<file path="src/timer_pkg.sv">
package timer_pkg;

  // ---------------------------------------------------------------------------
  // Register map
  // ---------------------------------------------------------------------------
  localparam int unsigned ADDR_W         = 3;
  localparam logic [2:0]  REG_RUN_PERIOD = 3'h0;
  localparam logic [2:0]  REG_MODE_OUT   = 3'h1;
  localparam logic [2:0]  REG_COUNT_LOW  = 3'h2;
  localparam logic [2:0]  REG_COUNT_HIGH = 3'h3;
  localparam logic [2:0]  REG_CMPA_LOW   = 3'h4;
  localparam logic [2:0]  REG_CMPA_HIGH  = 3'h5;
  localparam logic [7:0]  RST_RUN_PERIOD = 8'h00;
  localparam logic [7:0]  RST_MODE_OUT   = 8'h00;
  localparam logic [9:0]  RST_COUNT      = 10'h000;
  localparam logic [9:0]  RST_CMPA       = 10'h000;

  // ---------------------------------------------------------------------------
  // Field positions
  // ---------------------------------------------------------------------------
  localparam int unsigned PERIOD_LSB     = 0;
  localparam int unsigned RUN_POS        = 3;
  localparam int unsigned CLKSEL_LSB     = 4;
  localparam int unsigned MODE_LSB       = 6;
  localparam int unsigned ACTION_LSB     = 4;
  localparam int unsigned INIT_POS       = 3;
  localparam int unsigned INVERT_POS     = 2;
  localparam int unsigned SWAP_POS       = 1;
  localparam int unsigned CLRSEL_POS     = 0;

  // ---------------------------------------------------------------------------
  // Counting constants
  // ---------------------------------------------------------------------------
  localparam logic [10:0] FULL_COUNT     = 11'h400;
  localparam logic [10:0] ONE_COUNT      = 11'h001;
  localparam logic [5:0]  DIV1_LAST      = 6'h00;
  localparam logic [5:0]  DIV4_LAST      = 6'h03;
  localparam logic [5:0]  DIV16_LAST     = 6'h0F;
  localparam logic [5:0]  DIV64_LAST     = 6'h3F;

  typedef enum logic [1:0] {
    MODE_COMPARE = 2'b00,
    MODE_UNDEF   = 2'b01,
    MODE_PWM     = 2'b10,
    MODE_TIMER   = 2'b11
  } op_mode_e;

  typedef enum logic [1:0] {
    ACT_HOLD   = 2'b00,
    ACT_LOW    = 2'b01,
    ACT_HIGH   = 2'b10,
    ACT_TOGGLE = 2'b11
  } cmp_action_e;

  typedef enum logic [1:0] {
    PWM_INACTIVE = 2'b00,
    PWM_ACTIVE   = 2'b01,
    PWM_WAVE     = 2'b10,
    PWM_UNDEF    = 2'b11
  } pwm_action_e;

endpackage

</file>
<file path="src/tick_divider.sv">
`timescale 1ns/1ps
module tick_divider
(
  input  wire logic       clock,
  input  wire logic       rst_b,
  input  wire logic       enable,
  input  wire logic [1:0] sel,
  output logic            tick
);
  import timer_pkg::*;

  typedef struct packed {
    logic [5:0] cnt;
  } div_state_s;

  div_state_s st_q;
  div_state_s st_d;
  logic [5:0] last;

  // ---------------------------------------------------------------------------
  // Divide select
  // ---------------------------------------------------------------------------
  always_comb
  begin
    unique case (sel)
      2'b00:   last = DIV1_LAST;
      2'b01:   last = DIV4_LAST;
      2'b10:   last = DIV16_LAST;
      2'b11:   last = DIV64_LAST;
    endcase
  end

  assign tick = enable && (st_q.cnt >= last);

  // ---------------------------------------------------------------------------
  // Divider counter
  // ---------------------------------------------------------------------------
  // Held at zero while stopped so that every start gives a full first period.
  always_comb
  begin
    st_d = st_q;
    if (!enable || tick)
    begin
      st_d.cnt = 6'h00;
    end
    else
    begin
      st_d.cnt = st_q.cnt + 6'h01;
    end
  end

  always_ff @(posedge clock)
  begin
    if (!rst_b)
    begin
      st_q <= '0;
    end
    else
    begin
      st_q <= st_d;
    end
  end

endmodule

</file>
<file path="src/compact_timer_control.sv">
// The implementer's own choices: the plain strobed port and the placing of the registers.
`timescale 1ns/1ps
module compact_timer_control
(
  input  wire logic                        CLOCK,
  input  wire logic                        RST_B,
  input  wire logic [timer_pkg::ADDR_W-1:0] ADDR,
  input  wire logic [7:0]                  WDATA,
  input  wire logic                        WR,
  input  wire logic                        RD,
  output logic      [7:0]                  RDATA,
  output logic                             TIMER_OUTPUT_PIN,
  output logic                             TIMER_OUTPUT_EN,
  output logic                             MATCH_A_FLAG,
  output logic                             PERIOD_MATCH_FLAG
);
  import timer_pkg::*;

  typedef struct packed {
    logic [7:0] run_period;
    logic [7:0] mode_out;
    logic [9:0] count;
    logic [9:0] cmp_a;
    logic       run_prev;
    logic       level;
    logic [7:0] rdata;
    logic       pin;
    logic       pin_en;
    logic       flag_a;
    logic       flag_p;
  } timer_state_s;

  timer_state_s st_q;
  timer_state_s st_d;

  logic         run_bit;
  logic         run_rise;
  logic         tick;
  logic [2:0]   period_setting;
  op_mode_e     op_mode;
  logic [1:0]   output_action;
  logic         output_init_level;
  logic         output_invert;
  logic         period_duty_swap;
  logic         clear_select;
  logic         pwm_mode;
  logic         clear_on_a;
  logic [10:0]  cmp_a_ext;
  logic [10:0]  period_p;
  logic [10:0]  period_len;
  logic [10:0]  duty_len;
  logic [10:0]  next_cnt;
  logic         match_a;
  logic         match_p;
  logic         pwm_active;
  logic         pwm_level;

  // ---------------------------------------------------------------------------
  // Field decode
  // ---------------------------------------------------------------------------
  assign run_bit           = st_q.run_period[RUN_POS];
  assign run_rise          = run_bit && !st_q.run_prev;
  assign period_setting    = st_q.run_period[PERIOD_LSB +: 3];
  assign op_mode           = op_mode_e'(st_q.mode_out[MODE_LSB +: 2]);
  assign output_action     = st_q.mode_out[ACTION_LSB +: 2];
  assign output_init_level = st_q.mode_out[INIT_POS];
  assign output_invert     = st_q.mode_out[INVERT_POS];
  assign period_duty_swap  = st_q.mode_out[SWAP_POS];
  assign clear_select      = st_q.mode_out[CLRSEL_POS];
  assign pwm_mode          = (op_mode == MODE_PWM);

  // The tick is held off in the run-rise cycle so that the cleared counter
  // is not advanced in the same cycle.
  tick_divider u_tick_divider
  (
    .clock  (CLOCK),
    .rst_b  (RST_B),
    .enable (run_bit && !run_rise),
    .sel    (st_q.run_period[CLKSEL_LSB +: 2]),
    .tick   (tick)
  );

  // ---------------------------------------------------------------------------
  // Comparators
  // ---------------------------------------------------------------------------
  // Period setting k lands on counter value 128*k; zero stands for the wrap.
  assign period_p   = (period_setting == 3'b000) ? FULL_COUNT : {1'b0, period_setting, 7'h00};
  assign cmp_a_ext  = {1'b0, st_q.cmp_a};
  assign clear_on_a = pwm_mode ? period_duty_swap : clear_select;
  // A compare A value of zero cannot be reached, so the counter wraps instead.
  assign period_len = clear_on_a ? ((st_q.cmp_a == 10'h000) ? FULL_COUNT : cmp_a_ext)
                                 : period_p;
  assign duty_len   = (pwm_mode && period_duty_swap) ? period_p : cmp_a_ext;
  assign next_cnt   = {1'b0, st_q.count} + ONE_COUNT;
  assign match_a    = (st_q.cmp_a != 10'h000) && (next_cnt == cmp_a_ext);
  // Clearing on match A suppresses the period flag outside pulse-width mode.
  assign match_p    = (next_cnt == period_p) && !(clear_on_a && !pwm_mode);

  // ---------------------------------------------------------------------------
  // Pulse-width waveform
  // ---------------------------------------------------------------------------
  // The count is named directly so that every counter step re-evaluates the level.
  assign pwm_active = run_bit && ((duty_len >= period_len) || ({1'b0, st_q.count} < duty_len));

  always_comb
  begin
    unique case (pwm_action_e'(output_action))
      PWM_INACTIVE: pwm_level = !output_init_level;
      PWM_ACTIVE:   pwm_level = output_init_level;
      PWM_WAVE:     pwm_level = pwm_active ? output_init_level : !output_init_level;
      PWM_UNDEF:    pwm_level = !output_init_level;
    endcase
  end

  // ---------------------------------------------------------------------------
  // Next state
  // ---------------------------------------------------------------------------
  always_comb
  begin
    st_d          = st_q;
    st_d.run_prev = run_bit;
    st_d.flag_a   = 1'b0;
    st_d.flag_p   = 1'b0;
    st_d.rdata    = 8'h00;

    // Register writes; counter registers are read-only and ignore writes.
    if (WR)
    begin
      unique case (ADDR)
        REG_RUN_PERIOD: st_d.run_period = WDATA;
        REG_MODE_OUT:   st_d.mode_out = WDATA;
        REG_CMPA_LOW:   st_d.cmp_a[7:0] = WDATA;
        REG_CMPA_HIGH:  st_d.cmp_a[9:8] = WDATA[1:0];
        default:        st_d.cmp_a = st_q.cmp_a;
      endcase
    end

    // Register reads; data appear in the following cycle only.
    if (RD)
    begin
      unique case (ADDR)
        REG_RUN_PERIOD: st_d.rdata = st_q.run_period;
        REG_MODE_OUT:   st_d.rdata = st_q.mode_out;
        REG_COUNT_LOW:  st_d.rdata = st_q.count[7:0];
        REG_COUNT_HIGH: st_d.rdata = {6'h00, st_q.count[9:8]};
        REG_CMPA_LOW:   st_d.rdata = st_q.cmp_a[7:0];
        REG_CMPA_HIGH:  st_d.rdata = {6'h00, st_q.cmp_a[9:8]};
        default:        st_d.rdata = 8'h00;
      endcase
    end

    // Counting; a stopped timer keeps its residual count.
    if (run_rise)
    begin
      st_d.count = RST_COUNT;
      if (op_mode == MODE_COMPARE)
      begin
        st_d.level = output_init_level;
      end
    end
    else if (tick)
    begin
      st_d.count  = (next_cnt == period_len) ? RST_COUNT : next_cnt[9:0];
      st_d.flag_a = match_a;
      st_d.flag_p = match_p;
      // Besides a start, only match A moves the level; a request equal to it shows no change.
      if (match_a && op_mode == MODE_COMPARE)
      begin
        unique case (cmp_action_e'(output_action))
          ACT_HOLD:   st_d.level = st_q.level;
          ACT_LOW:    st_d.level = 1'b0;
          ACT_HIGH:   st_d.level = 1'b1;
          ACT_TOGGLE: st_d.level = !st_q.level;
        endcase
      end
    end

    // Pin drive; timer and undefined modes release the pin.
    unique case (op_mode)
      MODE_COMPARE:
      begin
        st_d.pin    = st_q.level ^ output_invert;
        st_d.pin_en = 1'b1;
      end
      MODE_PWM:
      begin
        st_d.pin    = pwm_level ^ output_invert;
        st_d.pin_en = 1'b1;
      end
      MODE_TIMER, MODE_UNDEF:
      begin
        st_d.pin    = 1'b0;
        st_d.pin_en = 1'b0;
      end
    endcase
  end

  // ---------------------------------------------------------------------------
  // State register
  // ---------------------------------------------------------------------------
  always_ff @(posedge CLOCK)
  begin
    if (!RST_B)
    begin
      st_q            <= '0;
      st_q.run_period <= RST_RUN_PERIOD;
      st_q.mode_out   <= RST_MODE_OUT;
      st_q.count      <= RST_COUNT;
      st_q.cmp_a      <= RST_CMPA;
    end
    else
    begin
      st_q <= st_d;
    end
  end

  assign RDATA             = st_q.rdata;
  assign TIMER_OUTPUT_PIN  = st_q.pin;
  assign TIMER_OUTPUT_EN   = st_q.pin_en;
  assign MATCH_A_FLAG      = st_q.flag_a;
  assign PERIOD_MATCH_FLAG = st_q.flag_p;

endmodule

</file>
<file path="config.mk">
export PLATFORM = sky130hd
export DESIGN_NAME = compact_timer_control
export DESIGN_NICKNAME = d
export VERILOG_FILES = /design/src/timer_pkg.sv /design/src/tick_divider.sv /design/src/compact_timer_control.sv
export SDC_FILE = /design/constraint.sdc
export NUM_CORES = 1
export LEC_CHECK = 0
export BUFFER_PORTS_ARGS = -buffer_cell sky130_fd_sc_hd__buf_2
export CORE_MARGIN = 4
export CORE_UTILIZATION = 67
export CTS_BUF_LIST = sky130_fd_sc_hd__clkbuf_8
export CTS_CLUSTER_DIAMETER = 100
export DETAILED_ROUTE_END_ITERATION = 16
export MAX_ROUTING_LAYER = met4
export PLACE_DENSITY = 0.88
export SLEW_MARGIN = 25
export SYNTH_ARGS = -nofsm -noshare
export SYNTH_HDL_FRONTEND = slang
export SYNTH_SLANG_ARGS = --single-unit
export TNS_END_PERCENT = 30
</file>
<file path="constraint.sdc">
create_clock -name CLOCK -period 10 [get_ports CLOCK]
set_clock_uncertainty 0.15 [all_clocks]
set_input_delay 2 -clock CLOCK [delete_from_list [all_inputs] [get_ports CLOCK]]
set_output_delay 2 -clock CLOCK [all_outputs]
set_load 0.01 [all_outputs]
</file>
Word level (Yosys, flattened, before mapping). Cells that the tools add are included.

Flip-flop bits (word level): 56. Bits of input ports: 15. Word-level logic and storage cells: 95.

Add/sub/neg operators: 2. Magnitude comparators: 3. Equal/unequal tests: 19. Multiplexer cells: 16. Bitwise operators: 4. Reductions and logical operators: 38.

Operators with widths (count): $pmux 8 s6 (1); $mux 11 (4); $pmux 6 s4 (1); $eq 11x11->1 (2); $eq 2x2->1 const B (6); $add 10x1->11 const B (1); $eq 11x10->1 (1); $ge 11x11->1 (1); $lt 10x11->1 (1); $logic_not 10->1 (1); $mux 10 (1); $reduce_and 2->1 (5); $reduce_bool 10->1 (1); $logic_and 1x1->1 (9); $reduce_or 2->1 (4); $logic_not 1->1 (7); $add 6x1->6 const B (1); $eq 2x1->1 const B (3); $eq 3x2->1 const B (2); $eq 3x3->1 const B (2); $ge 6x6->1 (1); $logic_not 2->1 (3); $logic_not 3->1 (2); $mux 1 (6); 11 further kinds (16).

Depth between registers and ports, before layout.
Depth after elaboration: 10. Mapped depth: 13. Mapped depth without buffers: 11.

Cells and area by module. Synthesis repeated with hierarchy kept, for this count alone.

Cell total of the unflattened synthesis: 542. Area, all modules: 4292.9 µm².

By module, submodules not included: compact_timer_control (instances 1, cells an instance 498, area an instance 3906.2 µm², sequential area each 1001.0 µm²); tick_divider (instances 1, cells an instance 44, area an instance 386.6 µm², sequential area each 120.1 µm²).

Least setup slack after synthesis. No wires, ideal clock.

Path type: input to register. Start: input RST_B. End: register st_q (netlist bit PERIOD_MATCH_FLAG). Arrival: 3260 ps. Data required time: 9736 ps. Slack: 6475 ps. Stages on the path: 7. Buffers on the path: 1. Cell sequence: clkbuf_1 and2_1 nand2_1 a21oi_1 nand4_1 or3_1 a2111oi_0.

Word-level cells in the longest chain between the ends: 2.

RTL lines: start: declaration (RTL line compact_timer_control.sv:6) `input wire logic RST_B,`; $not 1->1 (no source line); $reduce_or 3->1 (no source line); end signal: assignment (RTL line compact_timer_control.sv:213) `st_q <= st_d;`; end: declaration (RTL line compact_timer_control.sv:33) `timer_state_s st_q;`.

No other way between the ends. A chain may end at the register's enable or synchronous reset.

Worst setup path after layout.
Start: register st_q[24] in the netlist's numbering. End: register st_q[30] in the netlist's numbering.

Word-level cells in the longest chain between the ends: 3.

RTL lines: $add 10x1->11 (*) (RTL line compact_timer_control.sv:94) `assign next_cnt = {1'b0, st_q.count} + ONE_COUNT;`; $eq 11x11->1 (RTL line compact_timer_control.sv:163) `st_d.count = (next_cnt == period_len) ? RST_COUNT : next_cnt[9:0];`; $mux 10 (*) (RTL line compact_timer_control.sv:163).

Every way passes the cells marked *; elsewhere a longest branch is shown, timed or not.

==> results_dict.tcl <==
set metrics [dict create \
    status "completed" \
    seq_power_share_pct 57.1 \
    cts_made_buffers 5 \
    end_kind "flip-flop" \
    grt_usage_pct 31.96 \
    yosys.area.top_type "dfxtp_1" \
    path_clk_slew_ns 0.10 \
    startpoint_type "flip-flop" \
    swShare_pct 26.59 \
    drt_first_pass_iters 5 \
    setup_viol 0 \
    path_max_fanout 12 \
    post_cts_buffers 0 \
    vias 4152 \
    wl_per_cell_um 17.69 \
    cts.sinks 56 \
    dieArea_um2 7590 \
    yosysMostFrequentCell "nand2_1" \
    drc_errors 0 \
    max-vdd-ir-drop_v 0.0001060 \
    worst_pin_slew_ns 0.8188 \
    use_met1_pct 40.72 \
    finalCritPeriodShare_pct 37.61 \
    grt_max_degree 29 \
    fp.dieW_um 87.12 \
    cap_violations 0 \
    drt-initial-drc-count 573 \
    fin_nets 601 \
    intPower_mw 0.2973 \
    power_density_nw_per_um2 94.20 \
    p_leak_nw 1.709 \
    cts.htree.levels 2 \
    crit_cells 8 \
    path_cells "ha_1 -> and3_1 -> xnor2_1 -> a21oi_1 -> or4_1 -> or4_4 -> nor4_1 -> nor3_1" \
    cp.required_ns 10.03 \
    avgSynthCellArea_um2 7.436 \
    crit_family "simple AND/OR/NAND/NOR gates" \
    antenna_found_initial 0 \
    clock_latency_ns 0.31 \
    fmax_mhz 265.9 \
    drt_wl_total_um 11140 \
    reg2reg_depth 8 \
    yosysTopAreaCellShare_pct 26.73 \
    numPortBuffers 26 \
    rsz0062_at_grt "false" \
    avgViaCountPerCell 6.590 \
    crit_slowest_cell "nor4_1" \
    grt_use_met2_pct 50.31 \
    r2r_end "st_q[30]" \
    setup.worst_path.end "st_q[30]" \
    grt_use_met3_pct 4.825 \
    setup_ws_ns 6.239 \
    synth_ff_type "dfxtp_1" \
    hold_violations 0 \
    ys_ff_latch 56 \
    ys_top_cells_by_area "dfxtp_1 (27%), ha_1 (9.5%), nand2_1 (8.5%)" \
    place_ws_ns 6.157 \
    power.share.clock_pct 33.0 \
    cts_tree "built" \
    drive_gt1_share_pct 8.468 \
    cts_hold_buf 0 \
    ys_seq_area_share_pct 26.73 \
    arrival_ns 3.79 \
    slew_headroom_pct 45.00 \
    top_usage_layer "met2" \
    finalMaxSlewViolations 0 \
    dieHeight_um 87.12 \
    postSynthCellCount 564 \
    combPwrFrac_pct 10.0 \
    yosys_warnings 0 \
    rows 28 \
    antenna_left 0 \
    seq_area_um2 1121 \
    syn_area_um2 4194 \
    startpoint "st_q[24]" \
    ios 27 \
    grt_pass1_vias 3854 \
    ff2ff_setup_slack_ns 6.24 \
    r2r-start "st_q[24]" \
    fillerInstances 506 \
    async_flop_share_pct 0 \
    tns_ns 0 \
    grt_overflow_total 0 \
    ys_top_cells_by_count "nand2_1 (95), dfxtp_1 (56), nor2_1 (52)" \
    min_path_type "flip-flop to flip-flop" \
    start_util_pct 70.01 \
    dp_hpwl_um 8451 \
    synth.distinct_cells 60 \
    syn_to_final_growth_pct 2.506 \
    multi_input_area_um2 2783 \
    cts_resized 0 \
    gp_congestion 1.060 \
    ctsLongestPathBuffers 2 \
    core-area_um2 5991 \
    syn-num-nets 611 \
    grt_pass1_wl_um 18800 \
    period_minus_slack_ns 3.761 \
    synth_edf_count 0 \
    num_antenna_cells 0 \
    crit_buf_inv 0 \
    p_sw_mw 0.1077 \
    max_stage_delay_ns 0.71 \
    cts_root_buffer "clkbuf_8" \
    critical_path_class "flip-flop to flip-flop" \
]
-- metal layers --
layer	vias up	part of all wire, %
met2	240	47
met4	0	3.7
li1	1953	-
met5	-	0
met3	55	8.2
met1	1904	41
-- power groups by stage --
stage | Sequential, mW | Clock (mW) | Combinational [mW]
floorplan | 0.233 | 0 | 0.0297
global placement | 0.236 | 0 | 0.0383
detailed placement | 0.236 | 0 | 0.0394
CTS | 0.231 | 0.135 | 0.0396
global route | 0.232 | 0.144 | 0.0450
finish | 0.231 | 0.133 | 0.0403
-- cell usage in the layout, fill, tap and decap left out, types with 3 or more instances in the layout --
cell	Yosys	routed
a21oi_1	44	44
nor4_1	7	7
o2111ai_1	4	4
or2_2	3	3
dfxtp_1	56	56
a211oi_1	10	10
xor2_1	14	14
a31oi_1	12	12
mux2_2	4	4
inv_1	19	19
nand3_1	23	23
and3_1	6	6
mux2i_1	16	16
nor3_1	16	16
or3_1	11	11
nor2_1	52	52
a21o_1	3	3
nand2b_1	6	6
ha_1	32	32
buf_2	1	26
xnor2_1	15	15
nand2_1	95	95
o21a_1	3	3
and2_1	5	5
nor2b_1	5	5
nand4_1	6	6
o21ai_0	16	16
clkbuf_8	0	6
-- stage by stage --
stage / utilization, % / power (mW) / instances / hold WS (ns) / instance area, um2
after floorplan: - / 0.2629 / 564 / 0.2857 / 4194
after global placement: 70.15 / 0.2741 / 622 / 0.3000 / 4203
after detailed placement: 70.15 / 0.2755 / 622 / 0.3086 / 4203
after CTS: 71.76 / 0.4051 / 630 / 0.3225 / 4299
after global routing: 71.76 / 0.4206 / 630 / 0.3517 / 4299
final: 71.76 / 0.4050 / 630 / 0.3185 / 4299
-- flip-flops by register name, summed over array words and instances (netlist names) --
signal,flops
st_q,16
op_mode,2
period_duty_swap,1
run_bit,1
clear_select,1
output_action,2
output_invert,1
MATCH_A_FLAG,1
PERIOD_MATCH_FLAG,1
cmp_a_ext,10
TIMER_OUTPUT_EN,1
period_setting,3
TIMER_OUTPUT_PIN,1
output_init_level,1
u_tick_divider.st_q,6
RDATA,8
-- worst min-delay path by stage --
stage | from | to | slack (ns) | cells after the start
2_1_floorplan | st_q[48] | st_q[48] | 0.29 | 2
3_3_place_gp | st_q[49] | st_q[49] | 0.30 | 2
3_5_place_dp | st_q[49] | st_q[49] | 0.31 | 2
4_1_cts | st_q[49] | st_q[49] | 0.32 | 2
5_1_grt | st_q[49] | st_q[49] | 0.35 | 2
6_report | st_q[49] | st_q[49] | 0.32 | 2
-- cells by family after synthesis --
| kind of cell | synth area share [%] |
|---|---|
| xor+xnor | 6.593 |
| simple gates | 27.92 |
| buf+inv | 6.921 |
| fa+ha+maj | 9.546 |
| compound gates | 17.39 |
| mux | 4.892 |
| flops | 26.73 |
-- worst register-to-register path: stages (launching register included) --
cell     delay, ns
dfxtp_1       0.60
ha_1          0.49
and3_1        0.32
xnor2_1       0.16
a21oi_1       0.05
or4_1         0.52
or4_4         0.52
nor4_1        0.71
nor3_1        0.11
-- cell type report --
cell class | count | area share [%]
clock inverter | 2 | 0.3201
sequential | 56 | 26.08
inverter | 20 | 1.746
clock buffer | 6 | 1.921
tap | 75 | 2.183
timing repair buffer | 26 | 3.027
multi-input combinational | 445 | 64.73
Power figures use the tool's default switching activity.
